<file path="config.mk">
export PLATFORM = sky130hd
export DESIGN_NAME = cct_timer
export DESIGN_NICKNAME = d
export VERILOG_FILES = /design/src/design/cct_pkg.sv /design/src/design/cct_timer.sv
export SDC_FILE = /design/constraint.sdc
export NUM_CORES = 1
export LEC_CHECK = 0
export ABC_AREA = 1
export BUFFER_PORTS_ARGS = -buffer_cell sky130_fd_sc_hd__buf_2
export CAP_MARGIN = 20
export CORE_MARGIN = 5
export CORE_UTILIZATION = 59
export CTS_CLUSTER_DIAMETER = 40
export CTS_CLUSTER_SIZE = 24
export DETAILED_ROUTE_END_ITERATION = 8
export GPL_ROUTABILITY_DRIVEN = 0
export PLACE_DENSITY = 0.9
export SLEW_MARGIN = 15
export SYNTH_ARGS = -nofsm -noshare
export SYNTH_HDL_FRONTEND = slang
export SYNTH_SLANG_ARGS = --single-unit
</file>
<file path="constraint.sdc">
create_clock -name SYS_CLK -period 2.1 [get_ports SYS_CLK]
set_input_delay 0.105 -clock SYS_CLK [delete_from_list [all_inputs] [get_ports SYS_CLK]]
set_output_delay 0.105 -clock SYS_CLK [all_outputs]
set_load 0.01 [all_outputs]
</file>
<file path="src/design/cct_pkg.sv">
// cct_pkg: register map, field positions, reset values and counter constants for the capture/compare timer
// assumes a classic wishbone slave with 32-bit data, one register per aligned word
package cct_pkg;
  // byte offsets of the registers
  localparam logic [7:0] CTRL_ONE_ADDR   = 8'h00;
  localparam logic [7:0] CTRL_TWO_ADDR   = 8'h04;
  localparam logic [7:0] STATUS_ADDR     = 8'h08;
  localparam logic [7:0] CAPT_ONE_ADDR   = 8'h0C;
  localparam logic [7:0] CAPT_TWO_ADDR   = 8'h10;
  localparam logic [7:0] CMP_ONE_ADDR    = 8'h14;
  localparam logic [7:0] CMP_TWO_ADDR    = 8'h18;
  localparam logic [7:0] COUNT_ADDR      = 8'h1C;
  localparam logic [7:0] ALT_COUNT_ADDR  = 8'h20;
  localparam logic [7:0] LOWPWR_ADDR     = 8'h24;
  // control register one fields
  localparam int CAP_IRQ_EN_BIT   = 7;
  localparam int CMP_IRQ_EN_BIT   = 6;
  localparam int OVF_IRQ_EN_BIT   = 5;
  localparam int FORCE_TWO_BIT    = 4;
  localparam int FORCE_ONE_BIT    = 3;
  localparam int LEVEL_TWO_BIT    = 2;
  localparam int CAP_ONE_EDGE_BIT = 1;
  localparam int LEVEL_ONE_BIT    = 0;
  // control register two fields
  localparam int PIN_ONE_EN_BIT   = 7;
  localparam int PIN_TWO_EN_BIT   = 6;
  localparam int ONE_PULSE_BIT    = 5;
  localparam int PWM_BIT          = 4;
  localparam int CLK_SEL_HI_BIT   = 3;
  localparam int CLK_SEL_LO_BIT   = 2;
  localparam int CAP_TWO_EDGE_BIT = 1;
  localparam int EXT_EDGE_BIT     = 0;
  // status register fields
  localparam int CAP_ONE_FLAG_BIT = 7;
  localparam int CMP_ONE_FLAG_BIT = 6;
  localparam int OVF_FLAG_BIT     = 5;
  localparam int CAP_TWO_FLAG_BIT = 4;
  localparam int CMP_TWO_FLAG_BIT = 3;
  localparam int TIMER_OFF_BIT    = 2;
  // low-power register fields
  localparam int WAIT_BIT         = 0;
  localparam int HALT_BIT         = 1;
  localparam int GMASK_BIT        = 2;
  // reset values, one-pulse capture value and counter maximum
  localparam logic [7:0]  CTRL_RESET      = 8'h00;
  localparam logic [15:0] COUNT_RESET     = 16'hFFFC;
  localparam logic [15:0] CMP_RESET       = 16'h8000;
  localparam logic [15:0] CAPT_OPM_VALUE  = 16'hFFFD;
  localparam logic [15:0] COUNT_MAX       = 16'hFFFF;
  // clock select codes
  localparam logic [1:0] CLK_DIV4 = 2'h0;
  localparam logic [1:0] CLK_DIV2 = 2'h1;
  localparam logic [1:0] CLK_DIV8 = 2'h2;
  localparam logic [1:0] CLK_EXT  = 2'h3;
  // prescaler terminal counts
  localparam logic [2:0] DIV2_LAST = 3'h1;
  localparam logic [2:0] DIV4_LAST = 3'h3;
  localparam logic [2:0] DIV8_LAST = 3'h7;
endpackage

</file>
<file path="src/design/cct_timer.sv">
// cct_timer: 16-bit free-running capture/compare timer with one-pulse and pwm modes and low-power control
// assumes a classic wishbone master on SYS_CLK; pins arrive asynchronous and are synchronised here
// What this block does
// keeps running in wait, interrupt wakes cpu
// halt freezes counter; resumes held, reset restarts
// capture edge in halt arms, loads on wake
// per-group enables; pwm compare silent; halt unwakable
// one shared request, also gated by global mask
// capture enable gates both capture flags
// compare enable gates both compare flags
// overflow enable gates overflow flag
// force two copies level two to pin
// force one copies level one to pin
// level two on match two; pin one in modes
// capture one edge select: 0 fall, 1 rise
// level one to pin one on match one
// pin one enable only routes output
// pin two enable only routes output
// one-pulse: capture one edge starts pulse
// pwm: pulse from compare one, period compare two
// clock select divides by 4, 2, 8, external
// external select without pin stops counter
// three control/status, six sixteen-bit value registers
// control registers read/write, reset to zero
// capture two edge select: 0 fall, 1 rise
// external clock edge select: 0 fall, 1 rise
`timescale 1ns/1ps
module cct_timer #(
  parameter bit HAS_EXT_CLK = 1'b1
) (
  input  wire logic        SYS_CLK,
  input  wire logic        SRST,
  input  wire logic        CYC_I,
  input  wire logic        STB_I,
  input  wire logic        WE_I,
  input  wire logic [7:0]  ADR_I,
  input  wire logic [3:0]  SEL_I,
  input  wire logic [31:0] DAT_I,
  output logic      [31:0] DAT_O,
  output logic             ACK_O,
  input  wire logic        CAPTURE_IN_PIN_ONE,
  input  wire logic        CAPTURE_IN_PIN_TWO,
  input  wire logic        EXT_TIMER_CLOCK_PIN,
  output logic             COMPARE_OUT_PIN_ONE,
  output logic             COMPARE_OUT_PIN_ONE_OE_N,
  output logic             COMPARE_OUT_PIN_TWO,
  output logic             COMPARE_OUT_PIN_TWO_OE_N,
  output logic             TIMER_IRQ,
  output logic             WAKE_FROM_WAIT
);
  logic [7:0]  ctrl_one;
  logic [7:0]  ctrl_two;
  logic [15:0] counter;
  logic [15:0] capt_one;
  logic [15:0] capt_two;
  logic [15:0] cmp_one;
  logic [15:0] cmp_two;
  logic [15:0] cmp_one_act;
  logic [15:0] cmp_two_act;
  logic        cap_one_flag;
  logic        cap_two_flag;
  logic        cmp_one_flag;
  logic        cmp_two_flag;
  logic        ovf_flag;
  logic        timer_off;
  logic        wait_mode;
  logic        halt_mode;
  logic        global_mask;
  logic        arm_one;
  logic        arm_two;
  logic        halt_d;
  logic        pin_one_lvl;
  logic        pin_two_lvl;
  logic [2:0]  presc;
  logic [2:0]  sync_c1;
  logic [2:0]  sync_c2;
  logic [2:0]  sync_ext;
  logic        stat_seen_cap1;
  logic        stat_seen_cap2;
  logic        stat_seen_cmp1;
  logic        stat_seen_cmp2;
  logic        stat_seen_ovf;

  // decoded mode and field views
  logic [1:0] clk_sel;
  logic       pwm_mode;
  logic       opm_mode;
  logic       wb_req;
  logic       wb_wr;
  logic       wb_rd;
  logic       wr_lo;
  logic       irq_req;
  assign clk_sel  = ctrl_two[cct_pkg::CLK_SEL_HI_BIT:cct_pkg::CLK_SEL_LO_BIT];
  assign pwm_mode = ctrl_two[cct_pkg::PWM_BIT];
  assign opm_mode = ctrl_two[cct_pkg::ONE_PULSE_BIT] & ~pwm_mode;
  assign wb_req   = CYC_I & STB_I & ~ACK_O;
  assign wb_wr    = wb_req & WE_I;
  assign wb_rd    = wb_req & ~WE_I;
  assign wr_lo    = wb_wr & SEL_I[0];

  // three-stage pin synchronisers; only stages two and three are compared
  always_ff @(posedge SYS_CLK) begin
    if (SRST) begin
      sync_c1  <= 3'h0;
      sync_c2  <= 3'h0;
      sync_ext <= 3'h0;
    end else begin
      sync_c1  <= {sync_c1[1:0], CAPTURE_IN_PIN_ONE};
      sync_c2  <= {sync_c2[1:0], CAPTURE_IN_PIN_TWO};
      sync_ext <= {sync_ext[1:0], EXT_TIMER_CLOCK_PIN};
    end
  end

  // accepted pin levels; a change counts once stages two and three agree
  logic [2:0] pin_lvl;
  logic [2:0] pin_new;
  logic [2:0] pin_agree;
  assign pin_new   = {sync_ext[2], sync_c2[2], sync_c1[2]};
  assign pin_agree = {sync_ext[1] == sync_ext[2], sync_c2[1] == sync_c2[2], sync_c1[1] == sync_c1[2]};
  always_ff @(posedge SYS_CLK) begin
    if (SRST)
      pin_lvl <= 3'h0;
    else
      pin_lvl <= (pin_agree & pin_new) | (~pin_agree & pin_lvl);
  end

  // edge detection with programmable polarity
  logic edge_c1;
  logic edge_c2;
  logic edge_ext;
  assign edge_c1  = pin_agree[0] & (pin_new[0] != pin_lvl[0]) &
                    (pin_new[0] == ctrl_one[cct_pkg::CAP_ONE_EDGE_BIT]);
  assign edge_c2  = pin_agree[1] & (pin_new[1] != pin_lvl[1]) &
                    (pin_new[1] == ctrl_two[cct_pkg::CAP_TWO_EDGE_BIT]);
  assign edge_ext = pin_agree[2] & (pin_new[2] != pin_lvl[2]) &
                    (pin_new[2] == ctrl_two[cct_pkg::EXT_EDGE_BIT]);

  // prescaler; frozen in halt and when the timer is disabled
  logic [2:0] presc_last;
  logic       tick;
  logic       running;
  assign running = ~halt_mode & ~timer_off;
  always_comb begin
    unique case (clk_sel)
      cct_pkg::CLK_DIV2: presc_last = cct_pkg::DIV2_LAST;
      cct_pkg::CLK_DIV8: presc_last = cct_pkg::DIV8_LAST;
      default:           presc_last = cct_pkg::DIV4_LAST;
    endcase
  end
  assign tick = running & ((clk_sel == cct_pkg::CLK_EXT) ? (edge_ext & HAS_EXT_CLK)
                                                         : (presc == presc_last));
  always_ff @(posedge SYS_CLK) begin
    if (SRST)
      presc <= 3'h0;
    else if (running)
      presc <= (presc >= presc_last) ? 3'h0 : presc + 3'h1;
  end

  // match and restart conditions
  logic match_one;
  logic match_two;
  logic cnt_wr;
  logic opm_trig;
  assign match_one = tick & (counter == cmp_one_act);
  assign match_two = tick & (counter == cmp_two_act);
  assign cnt_wr    = wr_lo & ((ADR_I == cct_pkg::COUNT_ADDR) | (ADR_I == cct_pkg::ALT_COUNT_ADDR));
  assign opm_trig  = opm_mode & edge_c1 & running;

  // free-running counter; halt holds the count
  always_ff @(posedge SYS_CLK) begin
    if (SRST)
      counter <= cct_pkg::COUNT_RESET;
    else if (cnt_wr | opm_trig | (pwm_mode & match_two))
      counter <= cct_pkg::COUNT_RESET;
    else if (tick)
      counter <= counter + 16'h0001;
  end

  // compare values; pwm takes new values only at period end
  always_ff @(posedge SYS_CLK) begin
    if (SRST) begin
      cmp_one     <= cct_pkg::CMP_RESET;
      cmp_two     <= cct_pkg::CMP_RESET;
      cmp_one_act <= cct_pkg::CMP_RESET;
      cmp_two_act <= cct_pkg::CMP_RESET;
    end else begin
      if (wb_wr & (ADR_I == cct_pkg::CMP_ONE_ADDR)) begin
        if (SEL_I[0]) cmp_one[7:0]  <= DAT_I[7:0];
        if (SEL_I[1]) cmp_one[15:8] <= DAT_I[15:8];
      end
      if (wb_wr & (ADR_I == cct_pkg::CMP_TWO_ADDR)) begin
        if (SEL_I[0]) cmp_two[7:0]  <= DAT_I[7:0];
        if (SEL_I[1]) cmp_two[15:8] <= DAT_I[15:8];
      end
      if (~pwm_mode | match_two) begin
        cmp_one_act <= cmp_one;
        cmp_two_act <= cmp_two;
      end
    end
  end

  // captures; halt arms, wake loads the held count
  logic halt_exit;
  assign halt_exit = halt_d & ~halt_mode;
  always_ff @(posedge SYS_CLK) begin
    if (SRST) begin
      capt_one <= 16'h0000;
      capt_two <= 16'h0000;
      arm_one  <= 1'b0;
      arm_two  <= 1'b0;
      halt_d   <= 1'b0;
    end else begin
      halt_d <= halt_mode;
      if (halt_mode & edge_c1 & ~pwm_mode & ~opm_mode) arm_one <= 1'b1;
      else if (halt_exit) arm_one <= 1'b0;
      if (halt_mode & edge_c2) arm_two <= 1'b1;
      else if (halt_exit) arm_two <= 1'b0;
      if (opm_trig)
        capt_one <= cct_pkg::CAPT_OPM_VALUE;
      else if ((edge_c1 & ~halt_mode & ~pwm_mode & ~opm_mode) | (halt_exit & arm_one))
        capt_one <= counter;
      if ((edge_c2 & ~halt_mode) | (halt_exit & arm_two))
        capt_two <= counter;
    end
  end

  // flag set terms
  logic set_cap1;
  logic set_cap2;
  logic set_cmp1;
  logic set_cmp2;
  logic set_ovf;
  assign set_cap1 = (edge_c1 & ~halt_mode & ~pwm_mode) | (halt_exit & arm_one) | (pwm_mode & match_two);
  assign set_cap2 = (edge_c2 & ~halt_mode) | (halt_exit & arm_two);
  assign set_cmp1 = match_one & ~pwm_mode & ~opm_mode;
  assign set_cmp2 = match_two & ~pwm_mode;
  assign set_ovf  = tick & (counter == cct_pkg::COUNT_MAX) & ~cnt_wr;

  // flag clear: status read arms, then low-byte access of the paired register clears
  logic stat_rd;
  logic acc_lo;
  assign stat_rd = wb_rd & (ADR_I == cct_pkg::STATUS_ADDR);
  assign acc_lo  = wb_req & SEL_I[0];
  always_ff @(posedge SYS_CLK) begin
    if (SRST) begin
      {cap_one_flag, cap_two_flag, cmp_one_flag, cmp_two_flag, ovf_flag} <= 5'h00;
      {stat_seen_cap1, stat_seen_cap2, stat_seen_cmp1, stat_seen_cmp2, stat_seen_ovf} <= 5'h00;
    end else begin
      if (stat_rd) begin
        stat_seen_cap1 <= cap_one_flag;
        stat_seen_cap2 <= cap_two_flag;
        stat_seen_cmp1 <= cmp_one_flag;
        stat_seen_cmp2 <= cmp_two_flag;
        stat_seen_ovf  <= ovf_flag;
      end
      // set wins over clear in the same cycle
      cap_one_flag <= set_cap1 | (cap_one_flag &
                      ~(stat_seen_cap1 & acc_lo & (ADR_I == cct_pkg::CAPT_ONE_ADDR)));
      cap_two_flag <= set_cap2 | (cap_two_flag &
                      ~(stat_seen_cap2 & acc_lo & (ADR_I == cct_pkg::CAPT_TWO_ADDR)));
      cmp_one_flag <= set_cmp1 | (cmp_one_flag &
                      ~(stat_seen_cmp1 & acc_lo & (ADR_I == cct_pkg::CMP_ONE_ADDR)));
      cmp_two_flag <= set_cmp2 | (cmp_two_flag &
                      ~(stat_seen_cmp2 & acc_lo & (ADR_I == cct_pkg::CMP_TWO_ADDR)));
      ovf_flag     <= set_ovf | (ovf_flag &
                      ~(stat_seen_ovf & acc_lo & (ADR_I == cct_pkg::COUNT_ADDR)));
    end
  end

  // control, disable and low-power registers
  always_ff @(posedge SYS_CLK) begin
    if (SRST) begin
      ctrl_one    <= cct_pkg::CTRL_RESET;
      ctrl_two    <= cct_pkg::CTRL_RESET;
      timer_off   <= 1'b0;
      wait_mode   <= 1'b0;
      halt_mode   <= 1'b0;
      global_mask <= 1'b1;
    end else begin
      if (wr_lo & (ADR_I == cct_pkg::CTRL_ONE_ADDR)) ctrl_one <= DAT_I[7:0];
      if (wr_lo & (ADR_I == cct_pkg::CTRL_TWO_ADDR)) ctrl_two <= DAT_I[7:0];
      if (wr_lo & (ADR_I == cct_pkg::STATUS_ADDR)) timer_off <= DAT_I[cct_pkg::TIMER_OFF_BIT];
      if (wr_lo & (ADR_I == cct_pkg::LOWPWR_ADDR)) begin
        wait_mode   <= DAT_I[cct_pkg::WAIT_BIT];
        halt_mode   <= DAT_I[cct_pkg::HALT_BIT];
        global_mask <= DAT_I[cct_pkg::GMASK_BIT];
      end else if (wait_mode & irq_req)
        wait_mode <= 1'b0;
    end
  end

  // interrupt request: per-group enables, shared line, global mask
  assign irq_req = (ctrl_one[cct_pkg::CAP_IRQ_EN_BIT] & (cap_one_flag | cap_two_flag)) |
                   (ctrl_one[cct_pkg::CMP_IRQ_EN_BIT] & (cmp_one_flag | cmp_two_flag)) |
                   (ctrl_one[cct_pkg::OVF_IRQ_EN_BIT] & ovf_flag);
  always_ff @(posedge SYS_CLK) begin
    if (SRST) begin
      TIMER_IRQ      <= 1'b0;
      WAKE_FROM_WAIT <= 1'b0;
    end else begin
      TIMER_IRQ      <= irq_req & ~global_mask;
      WAKE_FROM_WAIT <= irq_req & wait_mode & ~halt_mode;
    end
  end

  // compare output levels
  always_ff @(posedge SYS_CLK) begin
    if (SRST) begin
      pin_one_lvl <= 1'b0;
      pin_two_lvl <= 1'b0;
    end else if (pwm_mode | opm_mode) begin
      if (opm_trig | (pwm_mode & match_two))
        pin_one_lvl <= ctrl_one[cct_pkg::LEVEL_TWO_BIT];
      else if (match_one)
        pin_one_lvl <= ctrl_one[cct_pkg::LEVEL_ONE_BIT];
    end else begin
      if (ctrl_one[cct_pkg::FORCE_ONE_BIT] | match_one)
        pin_one_lvl <= ctrl_one[cct_pkg::LEVEL_ONE_BIT];
      if (ctrl_one[cct_pkg::FORCE_TWO_BIT] | match_two)
        pin_two_lvl <= ctrl_one[cct_pkg::LEVEL_TWO_BIT];
    end
  end

  // pin routing: enables only route, matching runs regardless
  assign COMPARE_OUT_PIN_ONE      = pin_one_lvl;
  assign COMPARE_OUT_PIN_TWO      = pin_two_lvl;
  assign COMPARE_OUT_PIN_ONE_OE_N = ~(ctrl_two[cct_pkg::PIN_ONE_EN_BIT] & ~timer_off);
  assign COMPARE_OUT_PIN_TWO_OE_N = ~(ctrl_two[cct_pkg::PIN_TWO_EN_BIT] & ~timer_off & ~pwm_mode & ~opm_mode);

  // wishbone read data and one-cycle ack; unmapped reads return zero
  always_ff @(posedge SYS_CLK) begin
    if (SRST) begin
      ACK_O <= 1'b0;
      DAT_O <= 32'h0000_0000;
    end else begin
      ACK_O <= wb_req;
      if (wb_rd) begin
        unique case (ADR_I)
          cct_pkg::CTRL_ONE_ADDR:  DAT_O <= {24'h000000, ctrl_one};
          cct_pkg::CTRL_TWO_ADDR:  DAT_O <= {24'h000000, ctrl_two};
          cct_pkg::STATUS_ADDR:    DAT_O <= {24'h000000, cap_one_flag, cmp_one_flag, ovf_flag,
                                             cap_two_flag, cmp_two_flag, timer_off, 2'h0};
          cct_pkg::CAPT_ONE_ADDR:  DAT_O <= {16'h0000, capt_one};
          cct_pkg::CAPT_TWO_ADDR:  DAT_O <= {16'h0000, capt_two};
          cct_pkg::CMP_ONE_ADDR:   DAT_O <= {16'h0000, cmp_one};
          cct_pkg::CMP_TWO_ADDR:   DAT_O <= {16'h0000, cmp_two};
          cct_pkg::COUNT_ADDR:     DAT_O <= {16'h0000, counter};
          cct_pkg::ALT_COUNT_ADDR: DAT_O <= {16'h0000, counter};
          cct_pkg::LOWPWR_ADDR:    DAT_O <= {29'h0000000, global_mask, halt_mode, wait_mode};
          default:                 DAT_O <= 32'h0000_0000;
        endcase
      end
    end
  end

  // checks
  property p_reset_ctrl;
    @(posedge SYS_CLK) SRST |=> (ctrl_one == 8'h00 && ctrl_two == 8'h00 && counter == 16'hFFFC);
  endproperty
  a_reset_ctrl: assert property (p_reset_ctrl) else $error("control not cleared by reset");

  property p_halt_hold;
    @(posedge SYS_CLK) disable iff (SRST) (halt_mode && !cnt_wr && !opm_trig && !pwm_mode) |=> $stable(counter);
  endproperty
  a_halt_hold: assert property (p_halt_hold) else $error("counter moved in halt");

  property p_irq_gate;
    @(posedge SYS_CLK) disable iff (SRST) (global_mask || !irq_req) |=> !TIMER_IRQ;
  endproperty
  a_irq_gate: assert property (p_irq_gate) else $error("irq without enable");

  property p_cap_en;
    @(posedge SYS_CLK) disable iff (SRST)
      (ctrl_one[7] && cap_one_flag && !global_mask) |=> TIMER_IRQ;
  endproperty
  a_cap_en: assert property (p_cap_en) else $error("capture irq missing");

  property p_pwm_no_cmp;
    @(posedge SYS_CLK) disable iff (SRST) (pwm_mode && !cmp_one_flag) |=> !cmp_one_flag;
  endproperty
  a_pwm_no_cmp: assert property (p_pwm_no_cmp) else $error("compare flag in pwm");

  property p_pin_one_en;
    @(posedge SYS_CLK) disable iff (SRST) !ctrl_two[7] |-> COMPARE_OUT_PIN_ONE_OE_N;
  endproperty
  a_pin_one_en: assert property (p_pin_one_en) else $error("pin one driven while disabled");

  property p_force_one;
    @(posedge SYS_CLK) disable iff (SRST)
      (ctrl_one[3] && !pwm_mode && !opm_mode) |=> (pin_one_lvl == $past(ctrl_one[0]));
  endproperty
  a_force_one: assert property (p_force_one) else $error("force one ignored");

  property p_ack;
    @(posedge SYS_CLK) disable iff (SRST) (CYC_I && STB_I && !ACK_O) |=> ACK_O ##1 !ACK_O;
  endproperty
  a_ack: assert property (p_ack) else $error("ack timing wrong");
endmodule

</file>
[Word-level counts from Yosys, hierarchy flattened]
Cells that the tools add are included.
Word-level totals
  bits in registers: 197
  bits of input ports: 52
  output and inout bits: 39
  word-level logic and storage cells: 209
Operators by class
  add/sub/neg operators: 2
  magnitude comparators: 1
  equal/unequal tests: 26
  multiplexer cells: 15
  bitwise operators: 110
  reductions and logical operators: 15
Operators with widths (number)
  one-hot mux 16 bit (9 select lines): 1
  bitwise AND 1 bit: 69
  equality test 16 bit: 2
  equality test 8 x 5 -> 1 bit (second input constant): 4
  two-way mux 16 bit: 2
  bitwise OR 1 bit: 21
  adder 16 x 1 -> 16 bit (second input constant): 1
  equality test 16 bit (second input constant): 1
  equality test 8 x 4 -> 1 bit (second input constant): 2
  equality test 8 x 6 -> 1 bit (second input constant): 2
  NOT 1 bit: 16
  AND reduction 2 bit: 6
  two-way mux 1 bit: 10
  nonzero test 2 bit: 5
  equality test 8 x 3 -> 1 bit (second input constant): 1
  logical NOT 8 bit: 1
  bitwise AND 3 bit: 2
  equality test 1 bit: 6
  one-hot mux 3 bit (2 select lines): 1
  OR reduction 2 bit: 3
  equality test 2 bit (second input constant): 2
  adder 3 x 1 -> 3 bit (second input constant): 1
  equality test 3 bit: 1
  >= comparator 3 bit: 1
  other kinds (6): 8

[Logic depth before layout (Yosys ltp)]
Gate-level depths: netlist of run 1.
  depth in word-level cells: 10
  mapped depth: 13
  depth with buffers taken out: 13

[Least setup slack after synthesis of run 1]
No wires, ideal clock.
  kind: reg-to-reg
  from: reg ctrl_two[2]
  to: reg counter[13]
  library setup time: 0.125 ns
  arrival: 1.732 ns
  required time: 1.975 ns
  setup slack: 0.244 ns
  stages on the path, launching flop included: 13
  buffers on the path: 0
  clock period less this slack: 1.856 ns
  cells stage by stage: dfxtp_1 inv_1 nand2_1 ha_1 nand3_1 a21oi_2 nand2_2 nor2_2 nand3_1 nor2_1 nand2_1 o21ai_0 nand3_1
Between the ends
  longest elaborated chain between the ends: 9
  elaborated cells between the ends (all ways): 11
  those cells by class: 4 x eq/ne; 2 x mux; 4 x bitwise; 1 x reduce/logical
Ends and longest elaborated chain
  from (decl): line cct_timer.sv:52  | logic [7:0] ctrl_two;
  from (signal assigned): line cct_timer.sv:274  | ctrl_two <= cct_pkg::CTRL_RESET;
  from (signal assigned): line cct_timer.sv:281  | if (wr_lo & (ADR_I == cct_pkg::CTRL_TWO_ADDR)) ctrl_two <= DAT_I[7:0];
  equality test 2 bit or equality test 2 x 1 -> 1 bit (tied branches): line cct_timer.sv:144  | unique case (clk_sel)
  one-hot mux 3 bit (2 select lines): line cct_timer.sv:144
  equality test 3 bit: line cct_timer.sv:151  | : (presc == presc_last));
  two-way mux 1 bit *: line cct_timer.sv:150  | assign tick = running & ((clk_sel == cct_pkg::CLK_EXT) ? (edge_ext & HAS_EXT_CLK)
  bitwise AND 1 bit *: line cct_timer.sv:150
  bitwise AND 1 bit: line cct_timer.sv:165  | assign match_two = tick & (counter == cmp_two_act);
  bitwise AND 1 bit: line cct_timer.sv:173  | else if (cnt_wr | opm_trig | (pwm_mode & match_two))
  bitwise OR 1 bit: line cct_timer.sv:173
  OR reduction 2 bit (no source line)
  to (signal assigned): line cct_timer.sv:172  | counter <= cct_pkg::COUNT_RESET;
  to (signal assigned): line cct_timer.sv:174  | counter <= cct_pkg::COUNT_RESET;
  to (signal assigned): line cct_timer.sv:176  | counter <= counter + 16'h0001;
  to (decl): line cct_timer.sv:53  | logic [15:0] counter;
Mark *: on every way between the ends. The rest lies on a longest branch, timed or not.
A chain may end at the register's enable or synchronous reset.

[Worst setup path after layout of run 1]
  from: reg ctrl_two[2]
  to: reg cmp_two_act[12]
Between the ends
  longest elaborated chain between the ends: 7
  elaborated cells between the ends (all ways): 9
  those cells by class: 4 x eq/ne; 2 x mux; 3 x bitwise
Ends and longest elaborated chain
  equality test 2 bit or equality test 2 x 1 -> 1 bit (tied branches): line cct_timer.sv:144
  one-hot mux 3 bit (2 select lines): line cct_timer.sv:144
  equality test 3 bit: line cct_timer.sv:151
  two-way mux 1 bit *: line cct_timer.sv:150
  bitwise AND 1 bit *: line cct_timer.sv:150
  bitwise AND 1 bit *: line cct_timer.sv:165
  bitwise OR 1 bit *: line cct_timer.sv:195  | if (~pwm_mode | match_two) begin
  to (signal assigned): line cct_timer.sv:185  | cmp_two_act <= cct_pkg::CMP_RESET;
  to (signal assigned): line cct_timer.sv:197  | cmp_two_act <= cmp_two;
  to (decl): line cct_timer.sv:59  | logic [15:0] cmp_two_act;
Marked as above.

==> impl_metrics.env, run 1 <==
export IMPL_final_max_slew_viol_count=0
export IMPL_top_usage_layer="met2"
export IMPL_grt_total_usage_pct=28.03
export IMPL_pwr_density_cell_nw_per_um2=754.9
export IMPL_synthAdderAreaFrac_pct=0.6046
export IMPL_crit_buf_inv=4
export IMPL_crit_path_frequent_cell="nand2_2"
export IMPL_dp_hpwl_um=15430
export IMPL_globalRouteOverflowTotal=0
export IMPL_setup_viol=4
export IMPL_max_stage_delay_ps=330
export IMPL_min_path_type="in -> reg"
export IMPL_crit_type="reg -> reg"
export IMPL_avgViaCountPerCell=5.829
export IMPL_cp_start_kind="flop"
export IMPL_nNetsFinal=1311
export IMPL_synth_largest_area_cell="dfxtp_1"
export IMPL_numCtsBuffers=17
export IMPL_synthFlopType="dfxtp_1"
export IMPL_grt_pass1_wl_um=37090
export IMPL_routed_wl_um=24740
export IMPL_grt_pass1_vias=7789
export IMPL_port_buffers=56
export IMPL_ys_types=41
export IMPL_grt_start_max_net_pins=95
export IMPL_violations="negative setup slack"
export IMPL_fin_worst_skew_ps=8.282
export IMPL_use_met1_pct=33.32
export IMPL_cts_max_level=4
export IMPL_syn_area_um2=8278
export IMPL_drc=0
export IMPL_nFillCells=962
export IMPL_crit_path_start="ctrl_two[2]"
export IMPL_die_area_um2=16500
export IMPL_diodes=0
export IMPL_synth_top_family_by_area="compound AO/OA/AOI/OAI gates"
export IMPL_synthCells=1174
export IMPL_first_pass_iters=7
export IMPL_slew_headroom_pct=62.28
export IMPL_use_met3_pct=6.517
export IMPL_synth_simple_area_share_pct=20.42
export IMPL_crit_chain="inv_2 > nand2_2 > ha_4 > nand3_2 > a21oi_2 > nand2_2 > inv_4 > nand3_4 > nand2_4 > buf_12 > clkbuf_16 > o21ai_0 > a21oi_1"
export IMPL_die_h_um=128.5
export IMPL_die_width_um=128.5
export IMPL_cts_root_buf="clkbuf_16"
export IMPL_outcome="complete, but fails checks"
export IMPL_design_area_um2=9787
export IMPL_yosysTopAreaCellShare_pct=43.77
export IMPL_start_util_pct=59.87
export IMPL_worst_ep_arrival_time_ps=2480
export IMPL_r2r_slack_ps=-20
export IMPL_clock_latency_ps=430
export IMPL_drtIter0Drc=1049
export IMPL_antenna_left=0
export IMPL_cap_violations=0
export IMPL_clkTransAtPathRegs_ps=70
export IMPL_fin_crit_sh_pct=100.8
export IMPL_tightest_slew_ps=565.2
export IMPL_cts_tree="done"
export IMPL_peakVddDrop_mv=0.5918
export IMPL_fmax_mhz=472.6
export IMPL_synth_top_cells_by_count="nand2_1, dfxtp_1, inv_1"
export IMPL_path_max_fanout=6
export IMPL_crit_family="simple AND/OR/NAND/NOR gates"
export IMPL_wl_per_cell_um=17.08
export IMPL_drive_above_1_share_pct=14.51
export IMPL_synth_edf_count=0
export IMPL_rsz0062_at_grt="yes"
export IMPL_fin_crit_ps=2116
export IMPL_synthMuxAreaShare_pct=0
export IMPL_synth_xor_area_share_pct=1.058
export IMPL_placed_area_um2=8738
export IMPL_required_ps=2460
export IMPL_ioPinCount=91
export IMPL_async_reset_ff_share_pct=0
export IMPL_synthToLayoutAreaGrowth_pct=18.23
export IMPL_fin_util_pct=70.78
export IMPL_antenna_found_initial=0
export IMPL_r2r_start="ctrl_two[2]"
export IMPL_synth_compound_area_share_pct=21.15
export IMPL_critPathCaptureType="flop"
export IMPL_cts_sinks=181
export IMPL_synth_warnings=0
export IMPL_fin_ws_ps=-16.09
export IMPL_core_um2=13830
export IMPL_std_cell_rows=43
export IMPL_p_leak_nw=4.013
export IMPL_ctsLongestPathBuffers=2
export IMPL_hp_start="DAT_I[1]"
export IMPL_synth_avg_cell_area_um2=7.051
export IMPL_power_total_mw=7.388
export IMPL_yosys_top_cells_area="dfxtp_1, nand2_1, a21oi_1, o21ai_0, inv_1"
export IMPL_ys_seq_area_share_pct=43.77
export IMPL_met2_usage_pct=46.95
export IMPL_num_vias=8441
export IMPL_synth_seq_cells=181
export IMPL_synth_most_common_cell="nand2_1"
export IMPL_critPathSlowestCell="dfxtp_2"
export IMPL_hold_viol=0
-- stage by stage --
stage | std cells | setup WS, ps | hold slack (ps) | setup TNS, ps
floorplan | 1189 | 243.6 | 212.0 | 0
global placement | 1393 | 171.9 | 306.2 | 0
detailed placement | 1393 | 96.96 | 312.4 | 0
CTS | 1438 | 26.97 | 8.534 | 0
global route | 1448 | -163.9 | 31.46 | -3083
finish | 1448 | -16.09 | 7.388 | -40.80
-- repair_timing --
| action | 4_1_cts | 5_1_grt |
|---|---|---|
| endpoints found under the setup margin | 0 | 44 |
| resized for setup | 0 | 34 |
| hold buffers | 13 | 0 |
| buffers inserted | 0 | 5 |
| hold endpoints to repair | 18 | 0 |
-- power breakdown --
group          switching, mW  total, mW  internal, mW  leakage (nW)
Clock                   1.42       3.56          2.14         0.313
Combinational          0.218      0.348         0.130          2.24
Sequential            0.0281       3.48          3.46          1.46
Total                   1.67       7.39          5.72          4.01
-- path summary, 6_finish.rpt --
kind,endpoint,depth (start not counted)
worst max-delay path,cmp_two_act[12],13
worst min-delay path,cmp_one[1],3
worst max register to register,cmp_two_act[12],13
worst min register to register,sync_c1[1],2
-- kinds of logic (layout without fill, tap and decap cells) --
kind of cell | count (synthesis) | count (layout)
flops | 181 | 181
simple gates | 408 | 408
compound gates | 324 | 324
fa+ha+maj | 4 | 4
buf+inv | 246 | 325
other cells | 1 | 16
xor+xnor | 10 | 10
-- registers in the layout, summed over array words and instances, names as in the netlist, 3 cells and up, named ones only --
register / cells
cmp_two_act: 16
ctrl_one: 8
sync_c1: 3
sync_ext: 3
counter: 16
cmp_one: 16
capt_one: 16
presc: 3
ctrl_two: 8
DAT_O: 16
cmp_one_act: 16
cmp_two: 16
capt_two: 16
sync_c2: 3
-- cells in the final DEF, fill, tap and decap left out, types with 9 or more instances in the layout --
| cell type | instances |
|---|---|
| a21oi_1 | 140 |
| o22ai_1 | 18 |
| conb_1 | 16 |
| inv_2 | 10 |
| buf_4 | 37 |
| xor2_1 | 10 |
| nand3_1 | 33 |
| nor3_1 | 14 |
| inv_1 | 164 |
| nand2_1 | 208 |
| o21ai_0 | 122 |
| dfxtp_1 | 179 |
| buf_2 | 56 |
| o21ai_1 | 9 |
| clkbuf_16 | 20 |
| dlygate4sd3_1 | 13 |
| nor2_1 | 117 |
-- layout make-up --
type	instances	area [um2]	area share, %
sequential	181	3626	37.05
tap	180	225.2	2.301
clock inverter	13	219.0	2.237
multi-input combinational	762	3746	38.28
timing repair buffer	116	868.3	8.872
inverter	177	669.4	6.840
clock buffer	19	432.9	4.423
-- metal layers --
metal  vias to the layer above  part of all wire, %
met5                         -                    0
met4                         0                  5.0
met3                       121                   10
met2                       557                   49
met1                      3849                   36
li1                       3914                    -
-- worst min-delay path, cell delays in order --
cell,delay [ps]
buf_2,140
nor2_1,60
nor2_1,90
Power figures use the tool's default switching activity.
==> inputs of run 2 (changes only) <==
--- a/config.mk
+++ b/config.mk
@@ -6,15 +6,16 @@
 export NUM_CORES = 1
 export LEC_CHECK = 0
 export ABC_AREA = 1
+export ABC_CLOCK_PERIOD_IN_PS = 2500
 export BUFFER_PORTS_ARGS = -buffer_cell sky130_fd_sc_hd__buf_2
 export CAP_MARGIN = 20
 export CORE_MARGIN = 5
-export CORE_UTILIZATION = 59
+export CORE_UTILIZATION = 60
 export CTS_CLUSTER_DIAMETER = 40
 export CTS_CLUSTER_SIZE = 24
 export DETAILED_ROUTE_END_ITERATION = 8
 export GPL_ROUTABILITY_DRIVEN = 0
-export PLACE_DENSITY = 0.9
+export PLACE_DENSITY = 0.91
 export SLEW_MARGIN = 15
 export SYNTH_ARGS = -nofsm -noshare
 export SYNTH_HDL_FRONTEND = slang
==> constraint.sdc (replaced) <==
create_clock -name SYS_CLK -period 2.5 [get_ports SYS_CLK]
set_input_delay 0.125 -clock SYS_CLK [delete_from_list [all_inputs] [get_ports SYS_CLK]]
set_output_delay 0.125 -clock SYS_CLK [all_outputs]
set_load 0.01 [all_outputs]
==> impl_metrics.env, run 2 (same netlist as run 1, synthesis figures left out) <==
export IMPL_reg2reg_depth=8
export IMPL_numCtsBuffers=17
export IMPL_slew_headroom_pct=55.18
export IMPL_drtIter0Drc=995
export IMPL_fmax_mhz=437.8
export IMPL_start_util_pct=60.34
export IMPL_final_cell_mix="nand2_1, dfxtp_1, inv_1, a21oi_1, o21ai_0"
export IMPL_hold_viol=0
export IMPL_r2r_start="ctrl_one[1]"
export IMPL_cts_tree="done"
export IMPL_synthToLayoutAreaGrowth_pct=11.47
export IMPL_wl_per_cell_um=16.21
export IMPL_grt_pass1_wl_um=37340
export IMPL_final_max_slew_viol_count=0
export IMPL_globalRouteOverflowTotal=0
export IMPL_pwr_share_seq_pct=50.1
export IMPL_p_int_mw=4.418
export IMPL_die_h_um=127.5
export IMPL_final_setup_tns_ps=0
export IMPL_final_common_cell="nand2_1"
export IMPL_max_stage_delay_ps=420
export IMPL_path_max_fanout=15
export IMPL_peakVddDrop_mv=0.6800
export IMPL_crit_type="reg -> reg"
export IMPL_antenna_left=0
export IMPL_cts_root_buf="clkbuf_16"
export IMPL_r2r_slack_ps=220
export IMPL_ioPinCount=91
export IMPL_tightest_slew_ps=670.6
export IMPL_critPathSlowestCell="o21ai_0"
export IMPL_fin_worst_skew_ps=8.499
export IMPL_pwr_density_cell_nw_per_um2=632.4
export IMPL_rsz0062_at_grt="no"
export IMPL_drc=0
export IMPL_grt_pass1_vias=7582
export IMPL_std_cell_rows=43
export IMPL_cap_violations=0
export IMPL_num_vias=7997
export IMPL_avgViaCountPerCell=5.680
export IMPL_cp_start_kind="flop"
export IMPL_crit_path_start="ctrl_one[1]"
export IMPL_clkTransAtPathRegs_ps=70
export IMPL_required_ps=2780
export IMPL_outcome="complete, no violations"
export IMPL_dp_cells=1368
export IMPL_clock_latency_ps=430
export IMPL_cts_sinks=181
export IMPL_fin_crit_ps=2284
export IMPL_netSwitchingFraction_pct=24.29
export IMPL_die_width_um=127.5
export IMPL_drive_above_1_share_pct=10.91
export IMPL_dp_hpwl_um=15180
export IMPL_fin_crit_sh_pct=91.36
export IMPL_critPathCaptureType="flop"
export IMPL_die_area_um2=16250
export IMPL_setup_viol=0
export IMPL_antenna_found_initial=0
export IMPL_port_buffers=56
export IMPL_p_comb_share_pct=4.4
export IMPL_p_leak_nw=3.755
export IMPL_crit_path_frequent_cell="nand2_1"
export IMPL_crit_chain="inv_1 > nand3_1 > o31ai_4 > nand2_1 > o21ai_2 > nand2_1 > o21ai_0 > a21oi_1"
export IMPL_diodes=0
export IMPL_ctsLongestPathBuffers=2
export IMPL_p_clk_share_pct=45.5
export IMPL_min_path_type="in -> reg"
export IMPL_r2r_end="capt_one[9]"
export IMPL_p_sw_mw=1.417
export IMPL_crit_end="capt_one[9]"
export IMPL_cts_max_level=4
export IMPL_first_pass_iters=8
export IMPL_grt_start_max_net_pins=119
export IMPL_grt_total_usage_pct=28.66
export IMPL_routed_wl_um=22830
export IMPL_core_um2=13720
export IMPL_nNetsFinal=1271
export IMPL_worst_ep_arrival_time_ps=2560
export IMPL_layout_cells_non_filler=1408
-- run 2: metal layers --
metal	part of all wire, %	vias to the layer above	GRT usage, %
li1	-	3831	-
met1	37	3582	33.91
met2	47	462	47.20
met3	9.8	122	8.194
met4	6.1	0	15.08
met5	0	-	0
-- run 2: worst min-delay path by stage --
stage	startpoint	to	slack [ps]	cells after the start
after floorplan	CAPTURE_IN_PIN_ONE	sync_c1[0]	230	2
after global placement	CAPTURE_IN_PIN_TWO	sync_c2[0]	330	3
after detailed placement	CAPTURE_IN_PIN_ONE	sync_c1[0]	340	3
after CTS	DAT_I[3]	cmp_one[3]	2	3
after global routing	DAT_I[3]	cmp_one[3]	2	3
final	DAT_I[3]	cmp_one[3]	10	3
-- run 2: cell type report --
| cell class | count | area (um2) |
|---|---|---|
| Multi-Input combinational cell | 762 | 3661 |
| Clock buffer | 18 | 439.2 |
| Clock inverter | 14 | 138.9 |
| Inverter | 177 | 664.4 |
| Tap cell | 180 | 225.2 |
| Sequential cell | 181 | 3623 |
| Timing Repair Buffer | 76 | 475.5 |
| Fill cell | 1067 | 4492 |
-- run 2: power groups by stage --
stage	logic, mW	clock network, mW	registers (mW)
after floorplan	0.177	0	2.98
after global placement	0.226	0	2.99
after detailed placement	0.235	0	2.99
after CTS	0.249	2.66	2.92
after global routing	0.285	2.79	2.92
final	0.256	2.66	2.92
-- run 2: critical path, delay by kind of cell, from the launching register on --
family / cells / cell delay, ps
compound gates: 4 / 880
buf+inv: 1 / 200
flops: 1 / 310
simple gates: 3 / 730
-- run 2: what timing repair did --
action	4_1_cts	5_1_grt
setup endpoints to repair	0	3
hold buffers	8	0
setup buffers	0	0
hold endpoints to repair	9	0
gates resized for setup	0	3
-- run 2: metrics by stage --
stage               power, mW  util (%)  instance area, um2  hold WS (ps)  setup WS, ps
floorplan               3.161         -                8334         232.0         643.6
global placement        3.214     62.33                8551         330.5         350.0
detailed placement      3.223     62.33                8551         336.1         249.2
CTS                     5.830     67.12                9209         1.818         238.2
global route            5.995     67.26                9228         1.903         6.640
finish                  5.835     67.26                9228         11.53         216.0
==> inputs of run 3 (changes only) <==
--- a/config.mk
+++ b/config.mk
@@ -10,12 +10,12 @@
 export BUFFER_PORTS_ARGS = -buffer_cell sky130_fd_sc_hd__buf_2
 export CAP_MARGIN = 20
 export CORE_MARGIN = 5
-export CORE_UTILIZATION = 60
+export CORE_UTILIZATION = 30
 export CTS_CLUSTER_DIAMETER = 40
 export CTS_CLUSTER_SIZE = 24
 export DETAILED_ROUTE_END_ITERATION = 8
 export GPL_ROUTABILITY_DRIVEN = 0
-export PLACE_DENSITY = 0.91
+export PLACE_DENSITY = 0.56
 export SLEW_MARGIN = 15
 export SYNTH_ARGS = -nofsm -noshare
 export SYNTH_HDL_FRONTEND = slang
==> impl_metrics.env, run 3 (same netlist as run 1, synthesis figures left out) <==
export IMPL_outcome="complete, no violations"
export IMPL_setup_viol=0
export IMPL_r2r_slack_ps=340
export IMPL_nFillCells=2940
export IMPL_hold_depth=3
export IMPL_core_um2=27030
export IMPL_max_stage_delay_ps=310
export IMPL_multiInputGateArea_um2=3642
export IMPL_cts_sinks=181
export IMPL_cap_violations=0
export IMPL_diodes=0
export IMPL_peakVddDrop_mv=0.3370
export IMPL_clkTransAtPathRegs_ps=80
export IMPL_pwr_density_cell_nw_per_um2=603.1
export IMPL_synthToLayoutAreaGrowth_pct=14.31
export IMPL_worst_ep_arrival_time_ps=2490
export IMPL_final_cell_mix="nand2_1, dfxtp_1, inv_1, a21oi_1, o21ai_0"
export IMPL_fmax_mhz=462.0
export IMPL_hold_viol=0
export IMPL_min_path_type="in -> reg"
export IMPL_die_width_um=176.1
export IMPL_port_buffers=56
export IMPL_ioPinCount=91
export IMPL_die_area_um2=31010
export IMPL_crit_chain="inv_1 > nand2_1 > ha_1 > nand3_1 > a21oi_2 > nand2_2 > inv_2 > nand3_1 > nor2_2 > nand2_1 > o21ai_1 > nand3_1"
export IMPL_p_leak_nw=3.785
export IMPL_antenna_found_initial=0
export IMPL_register_area_um2=3623
export IMPL_routed_wl_um=23720
export IMPL_crit_type="reg -> reg"
export IMPL_grt_pass1_wl_um=37940
export IMPL_antenna_left=0
export IMPL_rsz0062_at_grt="no"
export IMPL_grt_pass1_vias=6984
export IMPL_fin_crit_ps=2164
export IMPL_cts_tree="done"
export IMPL_wl_per_cell_um=15.01
export IMPL_crit_path_frequent_cell="nand3_1"
export IMPL_start_util_pct=30.63
export IMPL_fin_worst_skew_ps=12.88
export IMPL_cts_root_buf="clkbuf_16"
export IMPL_crit_buf_inv=2
export IMPL_cts_max_level=4
export IMPL_final_max_slew_viol_count=0
export IMPL_avgViaCountPerCell=4.711
export IMPL_tightest_slew_ps=722.3
export IMPL_fin_crit_sh_pct=86.57
export IMPL_post_cts_setup_buffers=0
export IMPL_cts_resized=0
export IMPL_grt_total_usage_pct=15.32
export IMPL_final_setup_tns_ps=0
export IMPL_ctsHoldBuffers=11
export IMPL_reg2reg_depth=12
export IMPL_nNetsFinal=1282
export IMPL_grt_start_max_net_pins=71
export IMPL_crit_family="simple AND/OR/NAND/NOR gates"
export IMPL_ctsLongestPathBuffers=2
export IMPL_final_common_cell="nand2_1"
export IMPL_drtIter0Drc=555
export IMPL_clock_latency_ps=440
export IMPL_drive_above_1_share_pct=11.38
export IMPL_cp_start_kind="flop"
export IMPL_std_cell_rows=60
export IMPL_cp_depth=12
export IMPL_globalRouteOverflowTotal=0
export IMPL_first_pass_iters=5
export IMPL_path_max_fanout=9
export IMPL_slew_headroom_pct=51.79
export IMPL_power_total_mw=5.707
export IMPL_dp_hpwl_um=17040
export IMPL_die_h_um=176.1
export IMPL_critPathSlowestCell="dfxtp_1"
export IMPL_numCtsBuffers=17
export IMPL_required_ps=2830
export IMPL_critPathCaptureType="flop"
export IMPL_num_vias=7443
export IMPL_drc=0
[run 3: changes by cell type in the layout (fill, tap and decap cells not counted), moves of 2 or more]
cell	change
clkinv_2	+3
dlygate4sd3_1	+3
inv_8	-2
buf_4	+8
[run 3: worst paths after layout]
| check | start | end |
|---|---|---|
| worst max-delay path | ctrl_two[2] | counter[14] |
| worst min-delay path | WE_I | timer_off |
| worst max register to register | ctrl_two[2] | counter[14] |
| worst min register to register | sync_ext[0] | sync_ext[1] |
[run 3: where the power goes]
part           switching, mW  internal, mW
clock                   1.22          1.31
combinational          0.170        0.0897
sequential            0.0197          2.90
[run 3: worst register-to-register path, delay by kind of cell, from the launching register on]
kind            cells  cell delay [ps]
buf+inv             2              290
simple gates        7              910
fa+ha+maj           1              290
compound gates      2              270
flops               1              310
[run 3: final cells by class]
cell class / instances / area share, %
sequential: 181 / 38.29
clock inverter: 14 / 1.071
timing repair buffer: 87 / 5.976
tap: 341 / 4.509
clock buffer: 18 / 4.641
inverter: 177 / 7.021
multi-input combinational: 762 / 38.49
[run 3: metrics by stage]
stage	utilization, %	hold WS [ps]	cell area, um2	setup WS [ps]	cells
4_1_cts	35.01	4.745	9463	325.8	1580
2_1_floorplan	-	232.0	8334	643.6	1189
3_3_place_gp	32.61	323.8	8812	356.8	1537
6_report	35.01	26.26	9463	335.7	1580
5_1_grt	35.01	19.25	9463	71.41	1580
3_5_place_dp	32.61	332.4	8812	310.3	1537
[run 3: per-layer routing]
layer	track usage, %	part of all wire, %	up-vias	wire (um)
met5	0	0	-	0
met4	5.263	2.1	0	498
met3	2.612	5.0	35	1186
met2	23.63	44	171	10520
met1	21.66	49	3392	11510
li1	-	-	3845	-
